===== src/include/dcs_defs.svh =====
// constants for the drive control source selector
`ifndef DCS_DEFS_SVH
`define DCS_DEFS_SVH
`define DCS_CFG_RESET       4'h0
`define DCS_CFG_MAX         4'hA
`define DCS_DEBOUNCE_US     1
`define DCS_CLK_MHZ         25
`define DCS_DEBOUNCE_CYC    (`DCS_DEBOUNCE_US * `DCS_CLK_MHZ)
`define DCS_MINF_RESET      8'h1E
`define DCS_MINF_FLOOR      8'h05
`define DCS_REG_CFG         4'h0
`define DCS_REG_MINF        4'h4
`define DCS_REG_STAT        4'h8
`define DCS_REG_LVL         4'hC
`define DCS_STAT_RUN        0
`define DCS_STAT_HOLD       1
`define DCS_STAT_BACKUP     2
`define DCS_STAT_AUX        3
`define DCS_STAT_SP_LO      4
`define DCS_STAT_SRC_LO     6
`define DCS_STAT_CON_LO     8
`endif


===== src/include/dcs_pkg.sv =====
// types shared by the drive control source selector
package dcs_pkg;
    typedef enum logic [2:0] {
        dcs_src_none,
        dcs_src_pressure,
        dcs_src_cur_a,
        dcs_src_cur_b,
        dcs_src_volt,
        dcs_src_level
    } dcs_src_t;
endpackage


===== src/include/dcs_deb_if.sv =====
// raw contact in, clean contact out, between top and debouncer
`timescale 1ns/1ps
interface dcs_deb_if;
    logic [3:0] raw;
    logic [3:0] clean;
    modport top (output raw, input clean);
    modport deb (input raw, output clean);
endinterface


===== src/dcs_selector.sv =====
// drive control source selector with avalon-mm register slave
`timescale 1ns/1ps
`include "dcs_defs.svh"
// Notes on behaviour
// - code 0 runs only with both run contacts
// - configuration resets to code 0
// - code 1 is pressure control on input a
// - primary sensor failure swaps to backup sensor
// - code 2 select a picks target 1 or 2
// - code 3 select a,b pick targets 1..4
// - multi-target pressure modes need both run contacts
// - code 4 speed from current input a
// - code 5 speed from current input b
// - code 6 speed from voltage input
// - analog reference ignored at or below minimum speed level, except the code 10 level reference
// - codes 4,5,6 run only with both contacts
// - code 7 run contact a starts, stops
// - code 7 select a picks pressure or pot
// - code 7 pressure mode also needs contact b
// - code 8 select a forces backup sensor
// - precharge and lead/lag only in pressure modes
// - code 9 select a picks voltage or current
// - code 9 runs only with run contact a
// - code 10 pump-down from level transducer
module dcs_selector (
    input  wire logic        clock,
    input  wire logic        rst_n,
    input  wire logic [3:0]  avs_address,
    input  wire logic        avs_read,
    input  wire logic        avs_write,
    input  wire logic [31:0] avs_writedata,
    output logic      [31:0] avs_readdata,
    output logic             avs_waitrequest,
    input  wire logic        run_contact_a,
    input  wire logic        run_contact_b,
    input  wire logic        select_contact_a,
    input  wire logic        select_contact_b,
    input  wire logic        sensor_a_fault,
    input  wire logic [7:0]  current_input_a,
    input  wire logic [7:0]  current_input_b,
    input  wire logic [7:0]  voltage_input,
    output logic             motor_run,
    output logic             hold_pressure_mode,
    output logic             use_backup_sensor,
    output logic [1:0]       pressure_target,
    output logic [2:0]       speed_source,
    output logic [7:0]       speed_reference,
    output logic             precharge_enable,
    output logic             lead_lag_enable,
    output logic             pump_down_mode
);
    typedef struct packed {
        logic [3:0]  cfg;
        logic [7:0]  minf;
        logic        fault_s1;
        logic        fault_s2;
        logic        failover;
        logic        ack;
        logic [31:0] rdata;
        logic        run;
        logic        hold;
        logic        backup;
        logic [1:0]  target;
        logic [2:0]  src;
        logic [7:0]  spd;
        logic        pumpdn;
        logic [7:0]  a_s1;
        logic [7:0]  a_s2;
        logic [7:0]  b_s1;
        logic [7:0]  b_s2;
        logic [7:0]  v_s1;
        logic [7:0]  v_s2;
    } dcs_state_t;

    dcs_state_t st_ff;
    dcs_state_t nxt_st;
    dcs_deb_if  deb ();

    logic ra;
    logic rb;
    logic sa;
    logic sb;

    assign deb.raw = {select_contact_b, select_contact_a, run_contact_b, run_contact_a};
    assign {sb, sa, rb, ra} = deb.clean;

    dcs_debounce u_deb (
        .clock (clock),
        .rst_n (rst_n),
        .dio   (deb.deb)
    );

    // level equivalent of the minimum frequency: full scale is 60 hz
    function automatic logic [7:0] gate_ref(input logic [7:0] v, input logic [7:0] minf);
        logic [15:0] thr;
        thr = 16'(minf) * 16'h00FF / 16'h003C;
        if (16'(v) > thr) begin
            gate_ref = v;
        end else begin
            gate_ref = 8'h00;
        end
    endfunction

    function automatic logic is_hold(input logic [3:0] c, input logic sel_a);
        is_hold = (c == 4'h1) || (c == 4'h2) || (c == 4'h3) || (c == 4'h8)
            || ((c == 4'h7) && !sel_a);
    endfunction

    logic both_run;
    logic hold_now;
    assign both_run = ra && rb;
    assign hold_now = is_hold(st_ff.cfg, sa);

    always_comb begin
        nxt_st = st_ff;
        nxt_st.a_s1 = current_input_a;
        nxt_st.a_s2 = st_ff.a_s1;
        nxt_st.b_s1 = current_input_b;
        nxt_st.b_s2 = st_ff.b_s1;
        nxt_st.v_s1 = voltage_input;
        nxt_st.v_s2 = st_ff.v_s1;
        nxt_st.fault_s1 = sensor_a_fault;
        nxt_st.fault_s2 = st_ff.fault_s1;
        // failover latches until the configuration is rewritten
        if (st_ff.fault_s2) begin
            nxt_st.failover = 1'b1;
        end

        // single-cycle wait state, then the answer
        nxt_st.ack = (avs_read || avs_write) && !st_ff.ack;
        // a write lands only at the edge where the master sees waitrequest low
        if (avs_write && st_ff.ack) begin
            if (avs_address == `DCS_REG_CFG) begin
                if (avs_writedata[3:0] <= `DCS_CFG_MAX) begin
                    nxt_st.cfg = avs_writedata[3:0];
                end
                nxt_st.failover = st_ff.fault_s2;
            end else if (avs_address == `DCS_REG_MINF) begin
                if (avs_writedata[7:0] >= `DCS_MINF_FLOOR) begin
                    nxt_st.minf = avs_writedata[7:0];
                end
            end
        end
        if ((avs_read || avs_write) && !st_ff.ack) begin
            case (avs_address)
                `DCS_REG_CFG: nxt_st.rdata = {28'h0000000, st_ff.cfg};
                `DCS_REG_MINF: nxt_st.rdata = {24'h000000, st_ff.minf};
                `DCS_REG_STAT: nxt_st.rdata = {18'h00000, st_ff.failover, st_ff.pumpdn,
                    st_ff.src, st_ff.target, sb, sa, rb, ra, st_ff.backup, st_ff.hold,
                    st_ff.run};
                `DCS_REG_LVL: nxt_st.rdata = {st_ff.v_s2, st_ff.b_s2, st_ff.a_s2, st_ff.spd};
                default: nxt_st.rdata = 32'h00000000;
            endcase
        end

        nxt_st.run = 1'b0;
        nxt_st.hold = hold_now;
        nxt_st.backup = st_ff.failover;
        nxt_st.target = 2'h0;
        nxt_st.src = dcs_pkg::dcs_src_none;
        nxt_st.spd = 8'h00;
        nxt_st.pumpdn = 1'b0;
        case (st_ff.cfg)
            4'h0: begin
                nxt_st.run = both_run;
            end
            4'h1: begin
                nxt_st.run = both_run;
                nxt_st.src = dcs_pkg::dcs_src_pressure;
            end
            4'h2: begin
                nxt_st.run = both_run;
                nxt_st.src = dcs_pkg::dcs_src_pressure;
                nxt_st.target = {1'b0, sa};
            end
            4'h3: begin
                nxt_st.run = both_run;
                nxt_st.src = dcs_pkg::dcs_src_pressure;
                nxt_st.target = {sb, sa};
            end
            4'h4: begin
                nxt_st.run = both_run;
                nxt_st.src = dcs_pkg::dcs_src_cur_a;
                nxt_st.spd = gate_ref(st_ff.a_s2, st_ff.minf);
            end
            4'h5: begin
                nxt_st.run = both_run;
                nxt_st.src = dcs_pkg::dcs_src_cur_b;
                nxt_st.spd = gate_ref(st_ff.b_s2, st_ff.minf);
            end
            4'h6: begin
                nxt_st.run = both_run;
                nxt_st.src = dcs_pkg::dcs_src_volt;
                nxt_st.spd = gate_ref(st_ff.v_s2, st_ff.minf);
            end
            4'h7: begin
                if (sa) begin
                    nxt_st.run = ra;
                    nxt_st.src = dcs_pkg::dcs_src_volt;
                    nxt_st.spd = gate_ref(st_ff.v_s2, st_ff.minf);
                end else begin
                    nxt_st.run = ra && rb;
                    nxt_st.src = dcs_pkg::dcs_src_pressure;
                end
            end
            4'h8: begin
                nxt_st.run = both_run;
                nxt_st.src = dcs_pkg::dcs_src_pressure;
                nxt_st.backup = st_ff.failover || sa;
            end
            4'h9: begin
                nxt_st.run = ra;
                if (sa) begin
                    nxt_st.src = dcs_pkg::dcs_src_volt;
                    nxt_st.spd = gate_ref(st_ff.v_s2, st_ff.minf);
                end else begin
                    nxt_st.src = dcs_pkg::dcs_src_cur_a;
                    nxt_st.spd = gate_ref(st_ff.a_s2, st_ff.minf);
                end
            end
            4'hA: begin
                // level source: voltage unless only current input a is live
                nxt_st.run = both_run;
                nxt_st.pumpdn = 1'b1;
                nxt_st.src = dcs_pkg::dcs_src_level;
                nxt_st.spd = (st_ff.v_s2 != 8'h00) ? st_ff.v_s2 : st_ff.a_s2;
            end
            default: begin
                nxt_st.run = 1'b0;
            end
        endcase
        // backup only means something while pressure feedback is in use
        if (!hold_now) begin
            nxt_st.backup = 1'b0;
        end
    end

    always_ff @(posedge clock or negedge rst_n) begin
        if (!rst_n) begin
            st_ff <= '0;
            st_ff.cfg <= `DCS_CFG_RESET;
            st_ff.minf <= `DCS_MINF_RESET;
        end else begin
            st_ff <= nxt_st;
        end
    end

    assign avs_waitrequest = (avs_read || avs_write) && !st_ff.ack;
    assign avs_readdata = st_ff.rdata;
    assign motor_run = st_ff.run;
    assign hold_pressure_mode = st_ff.hold;
    assign use_backup_sensor = st_ff.backup;
    assign pressure_target = st_ff.target;
    assign speed_source = st_ff.src;
    assign speed_reference = st_ff.spd;
    assign precharge_enable = st_ff.hold;
    assign lead_lag_enable = st_ff.hold;
    assign pump_down_mode = st_ff.pumpdn;
endmodule


===== src/dcs_debounce.sv =====
// two-flop synchroniser and stability debouncer for four contacts
`timescale 1ns/1ps
`include "dcs_defs.svh"
module dcs_debounce (
    input  wire logic clock,
    input  wire logic rst_n,
    dcs_deb_if.deb    dio
);
    typedef struct packed {
        logic [3:0]  s1;
        logic [3:0]  s2;
        logic [3:0]  clean;
        logic [3:0][7:0] cnt;
    } dcs_deb_state_t;

    dcs_deb_state_t st_ff;
    dcs_deb_state_t nxt_st;

    // a level must hold for the full count, so one bounce restarts it
    always_comb begin
        nxt_st = st_ff;
        nxt_st.s1 = dio.raw;
        nxt_st.s2 = st_ff.s1;
        for (int i = 0; i < 4; i++) begin
            if (st_ff.s2[i] == st_ff.clean[i]) begin
                nxt_st.cnt[i] = 8'h00;
            end else if (st_ff.cnt[i] == 8'(`DCS_DEBOUNCE_CYC - 1)) begin
                nxt_st.clean[i] = st_ff.s2[i];
                nxt_st.cnt[i] = 8'h00;
            end else begin
                nxt_st.cnt[i] = st_ff.cnt[i] + 8'h01;
            end
        end
    end

    always_ff @(posedge clock or negedge rst_n) begin
        if (!rst_n) begin
            st_ff <= '0;
        end else begin
            st_ff <= nxt_st;
        end
    end

    assign dio.clean = st_ff.clean;
endmodule


===== config.mk =====
export PLATFORM = sky130hd
export DESIGN_NAME = dcs_selector
export DESIGN_NICKNAME = d
export VERILOG_FILES = /design/src/include/dcs_pkg.sv /design/src/include/dcs_deb_if.sv /design/src/dcs_selector.sv /design/src/dcs_debounce.sv
export VERILOG_INCLUDE_DIRS = /design/src /design/src/include
export SDC_FILE = /design/constraint.sdc
export NUM_CORES = 1
export LEC_CHECK = 0
export BUFFER_PORTS_ARGS = -buffer_cell sky130_fd_sc_hd__buf_4
export CAP_MARGIN = 0
export CORE_ASPECT_RATIO = 1.1
export CORE_UTILIZATION = 59
export CTS_CLUSTER_DIAMETER = 120
export CTS_CLUSTER_SIZE = 28
export DETAILED_ROUTE_END_ITERATION = 12
export PLACE_DENSITY = 0.84
export SYNTH_ARGS = -nofsm -noshare
export SYNTH_HDL_FRONTEND = slang
export SYNTH_SLANG_ARGS = --single-unit

===== constraint.sdc =====
create_clock -name clock -period 11.3 [get_ports clock]
set_input_delay 2.26 -clock clock [delete_from_list [all_inputs] [get_ports clock]]
set_output_delay 2.26 -clock clock [all_outputs]
set_load 0.01 [all_outputs]

After elaboration in Yosys (flattened, before gate mapping)
Cells that the tools add are included.
{"block": "op_classes", "n_bitwise": 5, "eq_ne": 21, "div": 1, "multipliers": 1, "mux": 27, "reduce_logical": 23, "addsub": 4, "magnitude_cmp": 5}
{"op": "$pmux W32 S4", "count": 1}
{"op": "$mux W8", "count": 13}
{"op": "$gt A8 B16 Y1", "count": 3}
{"op": "$pmux W8 S6", "count": 1}
{"op": "$add A8 B1 Y8 const B", "count": 4}
{"op": "$eq A8 B5 Y1 const B", "count": 4}
{"op": "$pmux W3 S7", "count": 1}
{"op": "$eq A4 B3 Y1 const B", "count": 5}
{"op": "$eq A4 B4 Y1 const B", "count": 5}
{"op": "$div A16 B6 Y16 const B", "count": 1}
{"op": "$mul A8 B8 Y16 const B", "count": 1}
{"op": "$mux W11", "count": 1}
{"op": "$reduce_or A9 Y1", "count": 1}
{"op": "$eq A4 B2 Y1 const B", "count": 2}
{"op": "$ge A8 B3 Y1 const B", "count": 1}
{"op": "$logic_not A4 Y1", "count": 2}
{"op": "$reduce_and A2 Y1", "count": 4}
{"op": "$reduce_bool A8 Y1", "count": 1}
{"op": "$mux W1", "count": 7}
{"op": "$logic_or A1 B1 Y1", "count": 6}
{"op": "$not A1 Y1", "count": 5}
{"op": "$eq A1 B1 Y1", "count": 4}
{"op": "$eq A4 B1 Y1 const B", "count": 1}
{"op": "$le A4 B4 Y1 const B", "count": 1}
{"op": "8 further kinds", "count": 12}
{"block": "word_totals", "input_bits": 69, "regBits": 157, "out_inout_bits": 52, "wordCells": 117}

Longest topological paths before layout
Gate-level depths: netlist (run 1).
{"block": "depth", "depth_word": 6, "ltp_mapped": 39, "depth_no_buf": 38}

Cells and area by module
From an unflattened synthesis (run 1), not the netlist that was laid out.
{"block": "hier_totals", "cells_unflattened": 1030, "area_unflattened_um2": 10123.5}
{"mod": "dcs_selector", "seq_area_each_um2": 2832.7, "instances": 1, "cells_per_inst": 847, "area_per_inst_um2": 8100.3}
{"mod": "dcs_debounce", "seq_area_each_um2": 1101.1, "instances": 1, "cells_per_inst": 183, "area_per_inst_um2": 2023.2}

Least setup slack after synthesis (run 1)
OpenSTA, ideal clock, no wires.
{"block": "synth_path", "path_type": "reg2reg", "startpoint": "register st_ff[104] in the netlist's numbering", "endpoint": "register st_ff, in the netlist speed_reference[0]", "arrival_ns": 8.714, "stages_incl_launch_ff": 40, "setup_slack_ns": 2.459, "setup_ns": 0.127, "period_less_slack_ns": 8.841, "required_ns": 11.173, "n_path_buf": 2, "path_cell_list": "dfstp_2 inv_1 fa_1 inv_1 ha_1 a21o_1 fa_1 inv_1 fa_1 inv_1 ha_1 buf_2 nand3_1 nor4_2 or4_1 o2111a_1 o32ai_4 nand2_2 (+4 left out) a32o_2 o2111ai_2 nand4_2 o32a_4 o22ai_1 nor3_1 a31oi_1 ha_1 nor2b_1 o21a_1 o21ai_0 nand2b_1 a21oi_1 o21ai_0 and3_1 clkbuf_1 a222oi_1 inv_1"}
{"item": "start: declaration", "line": "dcs_selector.sv:75", "text": "dcs_state_t st_ff;"}
{"item": "start signal: assignment", "line": "dcs_selector.sv:244", "text": "st_ff <= nxt_st;"}

==> results of run 1 <==
[cell usage after synthesis, drive strengths merged (7+ instances only)]
master,count,area [um^2]
nor2,86,323
o21a,7,52.6
xor2,26,235
nor2b,7,43.8
mux2,10,113
a222oi,8,80.1
a22oi,9,67.6
nand2,103,389
fa,28,561
ha,71,888
a211oi,8,72.6
clkbuf,18,67.6
o21ai,49,253
dfrtp,153,3830
inv,85,319
nor3,22,120
a21oi,48,244
nand2b,10,62.6
o31ai,9,72.6
nand4,10,68.8
o211ai,9,81.3
xnor2,25,219
nand3,49,250
and2,7,46.3
a21o,16,120
and3,12,75.1
buf,53,383
[registers in the layout, indices dropped and copies added (netlist names)]
name                count
nxt_st                 25
use_backup_sensor       1
hold_pressure_mode      1
motor_run               1
st_ff                  39
speed_source            3
pressure_target         2
pump_down_mode          1
u_deb.st_ff            36
u_deb.nxt_st            4
u_deb.dio.clean         4
speed_reference         8
avs_readdata           32
[stage by stage]
stage	hold WS [ns]	util [%]	instances	area [um^2]	worst slack, ns
after global routing	0.352	67.7	1293	11100	0.519
after CTS	0.348	67.7	1293	11100	1.29
final	0.345	67.7	1293	11100	1.11
after detailed placement	0.335	64.0	1261	10500	1.35
after floorplan	0.331	-	1029	9970	2.46
after global placement	0.331	64.0	1261	10500	1.48
[placed cells by master, fill, tap and decap left out, types with 5 or more instances in the layout]
cell	n
inv_1	85
o31ai_1	8
or3_1	6
and2_1	6
xor2_1	25
a211oi_1	7
and3_1	12
o22ai_1	6
o21a_1	7
nand4_1	9
mux2i_1	5
mux2_2	10
a21o_1	16
dfrtp_1	153
nor3_1	20
fa_1	28
nor2_1	85
a221oi_1	5
o211ai_1	8
clkbuf_16	17
ha_1	71
nor4_1	5
a222oi_1	8
nand2_1	102
nand2b_1	10
a22oi_1	9
buf_4	98
nor2b_1	7
nand3_1	48
a21oi_1	47
xnor2_1	25
o21ai_0	45
[metal layers]
metal  up-vias  global-route usage (%)  share of wire (%)
met5         -                       0                  0
met2       302                    46.9                 50
met4         0                    12.5                3.4
met3        72                    4.68                6.2
li1       3644                       -                  -
met1      3776                    33.8                 40
[layout make-up]
cell class | count | area [um^2] | area share, %
inverter | 85 | 319 | 2.87
sequential | 157 | 3930 | 35.4
clock inverter | 15 | 171 | 1.54
multi-input combinational | 716 | 5270 | 47.4
clock buffer | 17 | 425 | 3.83
timing repair buffer | 99 | 747 | 6.72
tap | 204 | 255 | 2.30
[worst max path at each step]
stage	from	endpoint	cells after the start
final	st_ff[106]	speed_reference[7]	34
after global routing	st_ff[106]	speed_reference[5]	33
after CTS	st_ff[106]	speed_reference[7]	34
after detailed placement	st_ff[106]	speed_reference[7]	35
after global placement	st_ff[104]	speed_reference[7]	38
after floorplan	st_ff[104]	speed_reference[0]	39
[worst reg2reg max path, delay by kind of cell (launching register included)]
| kind | cells | cell delay (ns) |
|---|---|---|
| flip-flops | 1 | 0.49 |
| multiplexers | 1 | 0.41 |
| AND/OR/NAND/NOR | 8 | 1.34 |
| AO/OA/AOI/OAI | 14 | 4.24 |
| buffers and inverters | 3 | 0.35 |
| adder cells (fa/ha/maj) | 6 | 2.88 |
| XOR/XNOR | 2 | 0.37 |
[kinds of logic after synthesis]
group                      count (synthesis)  share of synthesized area [%]
and+or+nand+nor                          329                           15.5
AOI/OAI and AO/OA                        220                           16.2
DFF                                      157                           39.5
buffers and inverters                    156                           7.72
adders and majority gates                 99                           14.5
xor gates and xnor gates                  52                           4.78
muxes                                     16                           1.77
==> implementation parameters, run 1 <==
Parameter                              Value

Logic synthesis
  Post-synth EDFFs    0
  Netlist area before placement    ~0.01 mm^2
  Gate count of the mapped netlist    1029
  Flops & latches, synth    157
  Top flip-flop cell by instance count after synthesis    dfrtp_1
  Synth cell types    84
  Total number of yosys warnings    0
  Average cell area after synthesis    9.68 um^2
  Number of nets produced by synthesis    about 1200
  Sequential share of the synthesized area    39.5%
  Async set-reset flop share out of synthesis    100%

Run
  Max Cap Viol    0

STA
  Tightest Pin Transition    0.880 ns
  Max transition margin    41.3%
  Number of max-slew violations in the final report    0
  Final clock period utilization by the worst path    between 90% and 100%
  Final-report hold violation count    0
  Setup-violating endpoint count in the final report    0
  Setup TNS    0 ns
  Post-layout min period    between 10 and 15 ns
  Timing-limited maximum frequency    98.2 MHz
  RSZ-0062 raised after global routing    no
  Setup skew after layout    0.00754 ns

Clocking
  Clock tree from TritonCTS    yes
  Post-CTS resize count    0
  Buffer depth of the longest clock path    2
  Number of post-CTS setup repair buffers    0
  CTS Hold Buffers Added    0
  Cell at the root of the clock tree    clkbuf_16
  TritonCTS Sinks    157
  Register clock-pin slew on the reported worst setup and hold paths    0.07 ns
  CTS Buf Count    17
  H-tree level count    4
  Latest clock arrival within the worst-skew pair    around 0.43 ns

Min path
  Min-Delay Startpoint    nxt_st[37]
  Endpoint of the worst hold-timing path    st_ff[37]
  Cell depth of the worst min-delay path    0
  Worst min path class    register to register

Critical path
  Largest driver fanout on the critical path    8
  Depth of the worst register-to-register path    34
  Register-to-Register Setup Slack    roughly 1.1 ns
  Worst R2R Start    st_ff[106]
  Worst Path Class, Setup    register to register
  Arr. time, crit path    10.49 ns
  Standard cell with the maximum stage delay on the critical path    a211oi_1
  CP top delay family    compound AO/OA/AOI/OAI gates
  Critical path capture point type    register
  Delay of the slowest cell on the worst path    0.66 ns
  Buffers and inverters on the worst path    3
  Req. time, crit path    11.60 ns
  Endpoint of the most critical register-to-register path    speed_reference[7]
  Startpoint Class    register

Drt
  Vias/cell    6.03
  Total number of vias    7794
  Iteration count of the initial detailed-routing pass    5
  Post-DRT Antenna Nets    0
  Wire length after detailed routing    23100 um
  Routed wire per std cell    17.8 um
  First-iteration detailed-routing DRC count    approximately 840
  Number of DRC violations after detailed routing    0

Floorplan
  Count of standard-cell rows    49
  Height of the chip    138 um
  Initial core utilization    60.7%
  Die footprint    0.0174 mm^2
  Num ports    approximately 120
  Core outline area    0.0164 mm^2
  Die X    roughly 130 um

Global routing
  Overall overflow remaining after global route    0
  Global routing usage summed across all routing layers    27.4%
  Vias in the first global route    7854
  Antenna violations before repair    0
  Global-route wire length before repair    37700 um
  Largest net degree at the start of global routing    98

Place
  Weighted congestion at the end of routability-driven global placement    0.931
  Post-detail-place hpwl    16900 um
  Number of port buffers    96

Outcome
  Result of the run    finished clean

Cells and area
  Area growth, synth to finish    11.6%
  NumNets Final    1244
  Number of fill cells in the layout    1209
  Proportion of layout cells with a drive suffix above 1    around 16%
  Diode count    0
Power of run 1 is left out: the tool's default activity adds up to more than one toggle a clock period on the data nets, which glitch-free logic cannot reach.
==> inputs of run 2 (changes only) <==
--- a/config.mk
+++ b/config.mk
@@ -8,12 +8,14 @@
 export LEC_CHECK = 0
 export BUFFER_PORTS_ARGS = -buffer_cell sky130_fd_sc_hd__buf_4
 export CAP_MARGIN = 0
+export CELL_PAD_IN_SITES_DETAIL_PLACEMENT = 0
+export CELL_PAD_IN_SITES_GLOBAL_PLACEMENT = 2
 export CORE_ASPECT_RATIO = 1.1
-export CORE_UTILIZATION = 59
+export CORE_UTILIZATION = 37
 export CTS_CLUSTER_DIAMETER = 120
 export CTS_CLUSTER_SIZE = 28
 export DETAILED_ROUTE_END_ITERATION = 12
-export PLACE_DENSITY = 0.84
+export PLACE_DENSITY = 0.83
 export SYNTH_ARGS = -nofsm -noshare
 export SYNTH_HDL_FRONTEND = slang
 export SYNTH_SLANG_ARGS = --single-unit
==> run 2 against run 1 <==
  * Routed wire length grew 4.7%
  * Sequential share of layout area fell by 0.54 points
  * Non-clock buffer count increased by 1
  * Die area grew 58%
  * Worst setup slack lost 0.15 ns
  * Maximum frequency fell by 1.4%
  * Global-route usage is 8.8 points lower
  * Final cell count rose by 12%
  * Utilization fell by 25 points
  * Critical endpoint is now speed_reference[6]
  * Largest cell class unchanged
  * Highest routed layer unchanged
==> implementation parameters, run 2 (synthesis gave the netlist of run 1 again) <==
Parameter                              Value

Outcome
  Result of the run    finished clean (unchanged)

Floorplan
  Core outline area    0.0263 mm^2 (was 0.0164 mm^2)
  Die footprint    0.0276 mm^2 (was 0.0174 mm^2)
  Initial core utilization    37.9% (was 60.7%)
  Height of the chip    174 um (was 138 um)
  Num ports    121 (unchanged)
  Count of standard-cell rows    62 (was 49)
  Die X    158 um (was 126 um)

Global routing
  Antenna violations before repair    0 (unchanged)
  GR met2 Demand/Resource    31.0% (was 46.9%)
  Routing usage on met1    24.6% (was 33.8%)
  Global-route wire length before repair    39500 um (was 37700 um)
  Largest net degree at the start of global routing    82 (was 98)
  Global routing met3 resource utilization    2.94% (was 4.68%)
  Overall overflow remaining after global route    0 (unchanged)
  Most Crowded Layer GR    met2 (unchanged)
  Global routing usage summed across all routing layers    18.6% (was 27.4%)
  Vias in the first global route    7419 (was 7854)

Critical path
  Req. time, crit path    11.60 ns (about the same)
  Depth of the worst register-to-register path    38 (was 34)
  Delay of the slowest cell on the worst path    0.66 ns (about the same)
  Critical path capture point type    register (unchanged)
  Worst R2R Start    st_ff[104] (was st_ff[106])
  Register-to-Register Setup Slack    0.96 ns (was 1.11 ns)
  Standard cell with the maximum stage delay on the critical path    a211oi_1 (unchanged)
  Arr. time, crit path    10.64 ns (was 10.49 ns)
  Most frequent cell on the critical path    inv_1
  Endpoint of the most critical register-to-register path    speed_reference[6] (was speed_reference[7])
  Worst Path Class, Setup    register to register (unchanged)
  Startpoint Class    register (unchanged)
  Largest driver fanout on the critical path    8 (unchanged)

STA
  Final-report hold violation count    0 (unchanged)
  Post-layout min period    10.34 ns (was 10.19 ns)
  Final clock period utilization by the worst path    91.5% (was 90.2%)
  Max transition margin    35.1% (was 41.3%)
  Setup TNS    0 ns (unchanged)
  RSZ-0062 raised after global routing    no (unchanged)
  Number of max-slew violations in the final report    0 (unchanged)
  Timing-limited maximum frequency    96.7 MHz (was 98.2 MHz)
  Tightest Pin Transition    0.965 ns (was 0.880 ns)
  Setup-violating endpoint count in the final report    0 (unchanged)
  Setup skew after layout    0.00668 ns (was 0.00754 ns)

Cells and area
  Area growth, synth to finish    13.3% (was 11.6%)
  NumNets Final    1245 (was 1244)
  Area of combinational cells with multiple inputs    0.00527 mm^2 (unchanged)
  Number of flip-flops in the largest register    39 (unchanged)
  Number of fill cells in the layout    2589 (was 1209)
  Finished Core Util    42.9% (was 67.7%)
  Final non-filler cell total    1442 (was 1293)
  Most used cells in the layout excluding fill and tap cells    dfrtp_1, nand2_1, buf_4 (unchanged)
  Final Cell Area    0.0113 mm^2 (was 0.0111 mm^2)
  Footprint of the flip-flops and latches    0.00393 mm^2 (unchanged)
  Reg with most FFs    st_ff (unchanged)
  Diode count    0 (unchanged)
  Proportion of layout cells with a drive suffix above 1    16.1% (about the same)
  Most frequent standard cell in the layout excluding fill and tap cells    dfrtp_1 (unchanged)

Place
  Number of port buffers    96 (unchanged)
  Weighted congestion at the end of routability-driven global placement    0.833 (was 0.931)
  Placement Cell Area    0.0107 mm^2 (was 0.0105 mm^2)
  Post-detail-place hpwl    18400 um (was 16900 um)
  Cell total after placement    1410 (was 1261)

Clocking
  H-tree level count    4 (unchanged)
  Latest clock arrival within the worst-skew pair    0.43 ns (about the same)
  CTS Buf Count    17 (unchanged)
  Register clock-pin slew on the reported worst setup and hold paths    0.07 ns (about the same)
  Buffer depth of the longest clock path    2 (unchanged)
  Cell at the root of the clock tree    clkbuf_16 (unchanged)
  Clock tree from TritonCTS    yes (unchanged)
  Post-CTS resize count    0 (unchanged)
  CTS Hold Buffers Added    0 (unchanged)
  Number of post-CTS setup repair buffers    0 (unchanged)
  TritonCTS Sinks    157 (unchanged)

Drt
  Iteration count of the initial detailed-routing pass    5 (unchanged)
  Total number of vias    7417 (was 7794)
  Post-DRT Antenna Nets    0 (unchanged)
  Routed wire per std cell    16.7 um (was 17.8 um)
  Vias/cell    5.14 (was 6.03)
  Number of DRC violations after detailed routing    0 (unchanged)
  Wire length after detailed routing    24200 um (was 23100 um)
  First-iteration detailed-routing DRC count    363 (was 843)

Min path
  Worst min path class    register to register (unchanged)
  Endpoint of the worst hold-timing path    st_ff[3] (was st_ff[37])
  Min-Delay Startpoint    nxt_st[3] (was nxt_st[37])
  Cell depth of the worst min-delay path    0 (unchanged)

Run
  Max Cap Viol    0 (unchanged)
-- run 2: routing by layer --
layer	share of wire (%)	wire length (um)
met3	3.6	880
met5	0	0
met4	1.5	359
met2	49	11900
met1	46	11100
-- run 2: worst max-delay path: cells and delay by family (launching register included) --
family                   cells  cell delay, ns
AO/OA/AOI/OAI               17            4.67
XOR/XNOR                     2            0.41
flip-flops                   1            0.64
buffers and inverters        5            0.34
multiplexers                 1            0.41
AND/OR/NAND/NOR              7            1.17
adder cells (fa/ha/maj)      6            2.58
-- run 2: area by class of cell --
| type | instances | area share (%) |
|---|---|---|
| multi-input combinational | 716 | 46.6 |
| sequential | 157 | 34.8 |
| timing repair buffer | 100 | 6.68 |
| tap | 352 | 3.90 |
| clock buffer | 17 | 3.77 |
| inverter | 85 | 2.83 |
| clock inverter | 15 | 1.33 |
-- run 2: how the worst max path moves through the flow --
stage / start / end
after global placement: st_ff[104] / speed_reference[6]
after floorplan: st_ff[104] / speed_reference[0]
after detailed placement: st_ff[104] / speed_reference[6]
final: st_ff[104] / speed_reference[6]
after global routing: st_ff[104] / speed_reference[6]
after CTS: st_ff[104] / speed_reference[6]
-- run 2: through the flow --
stage	setup slack [ns]	hold slack, ns
after floorplan	2.46	0.331
after global placement	1.13	0.333
after detailed placement	1.08	0.335
after CTS	1.04	0.348
after global routing	0.229	0.352
final	0.964	0.345
Power of run 2 is left out for the same reason.
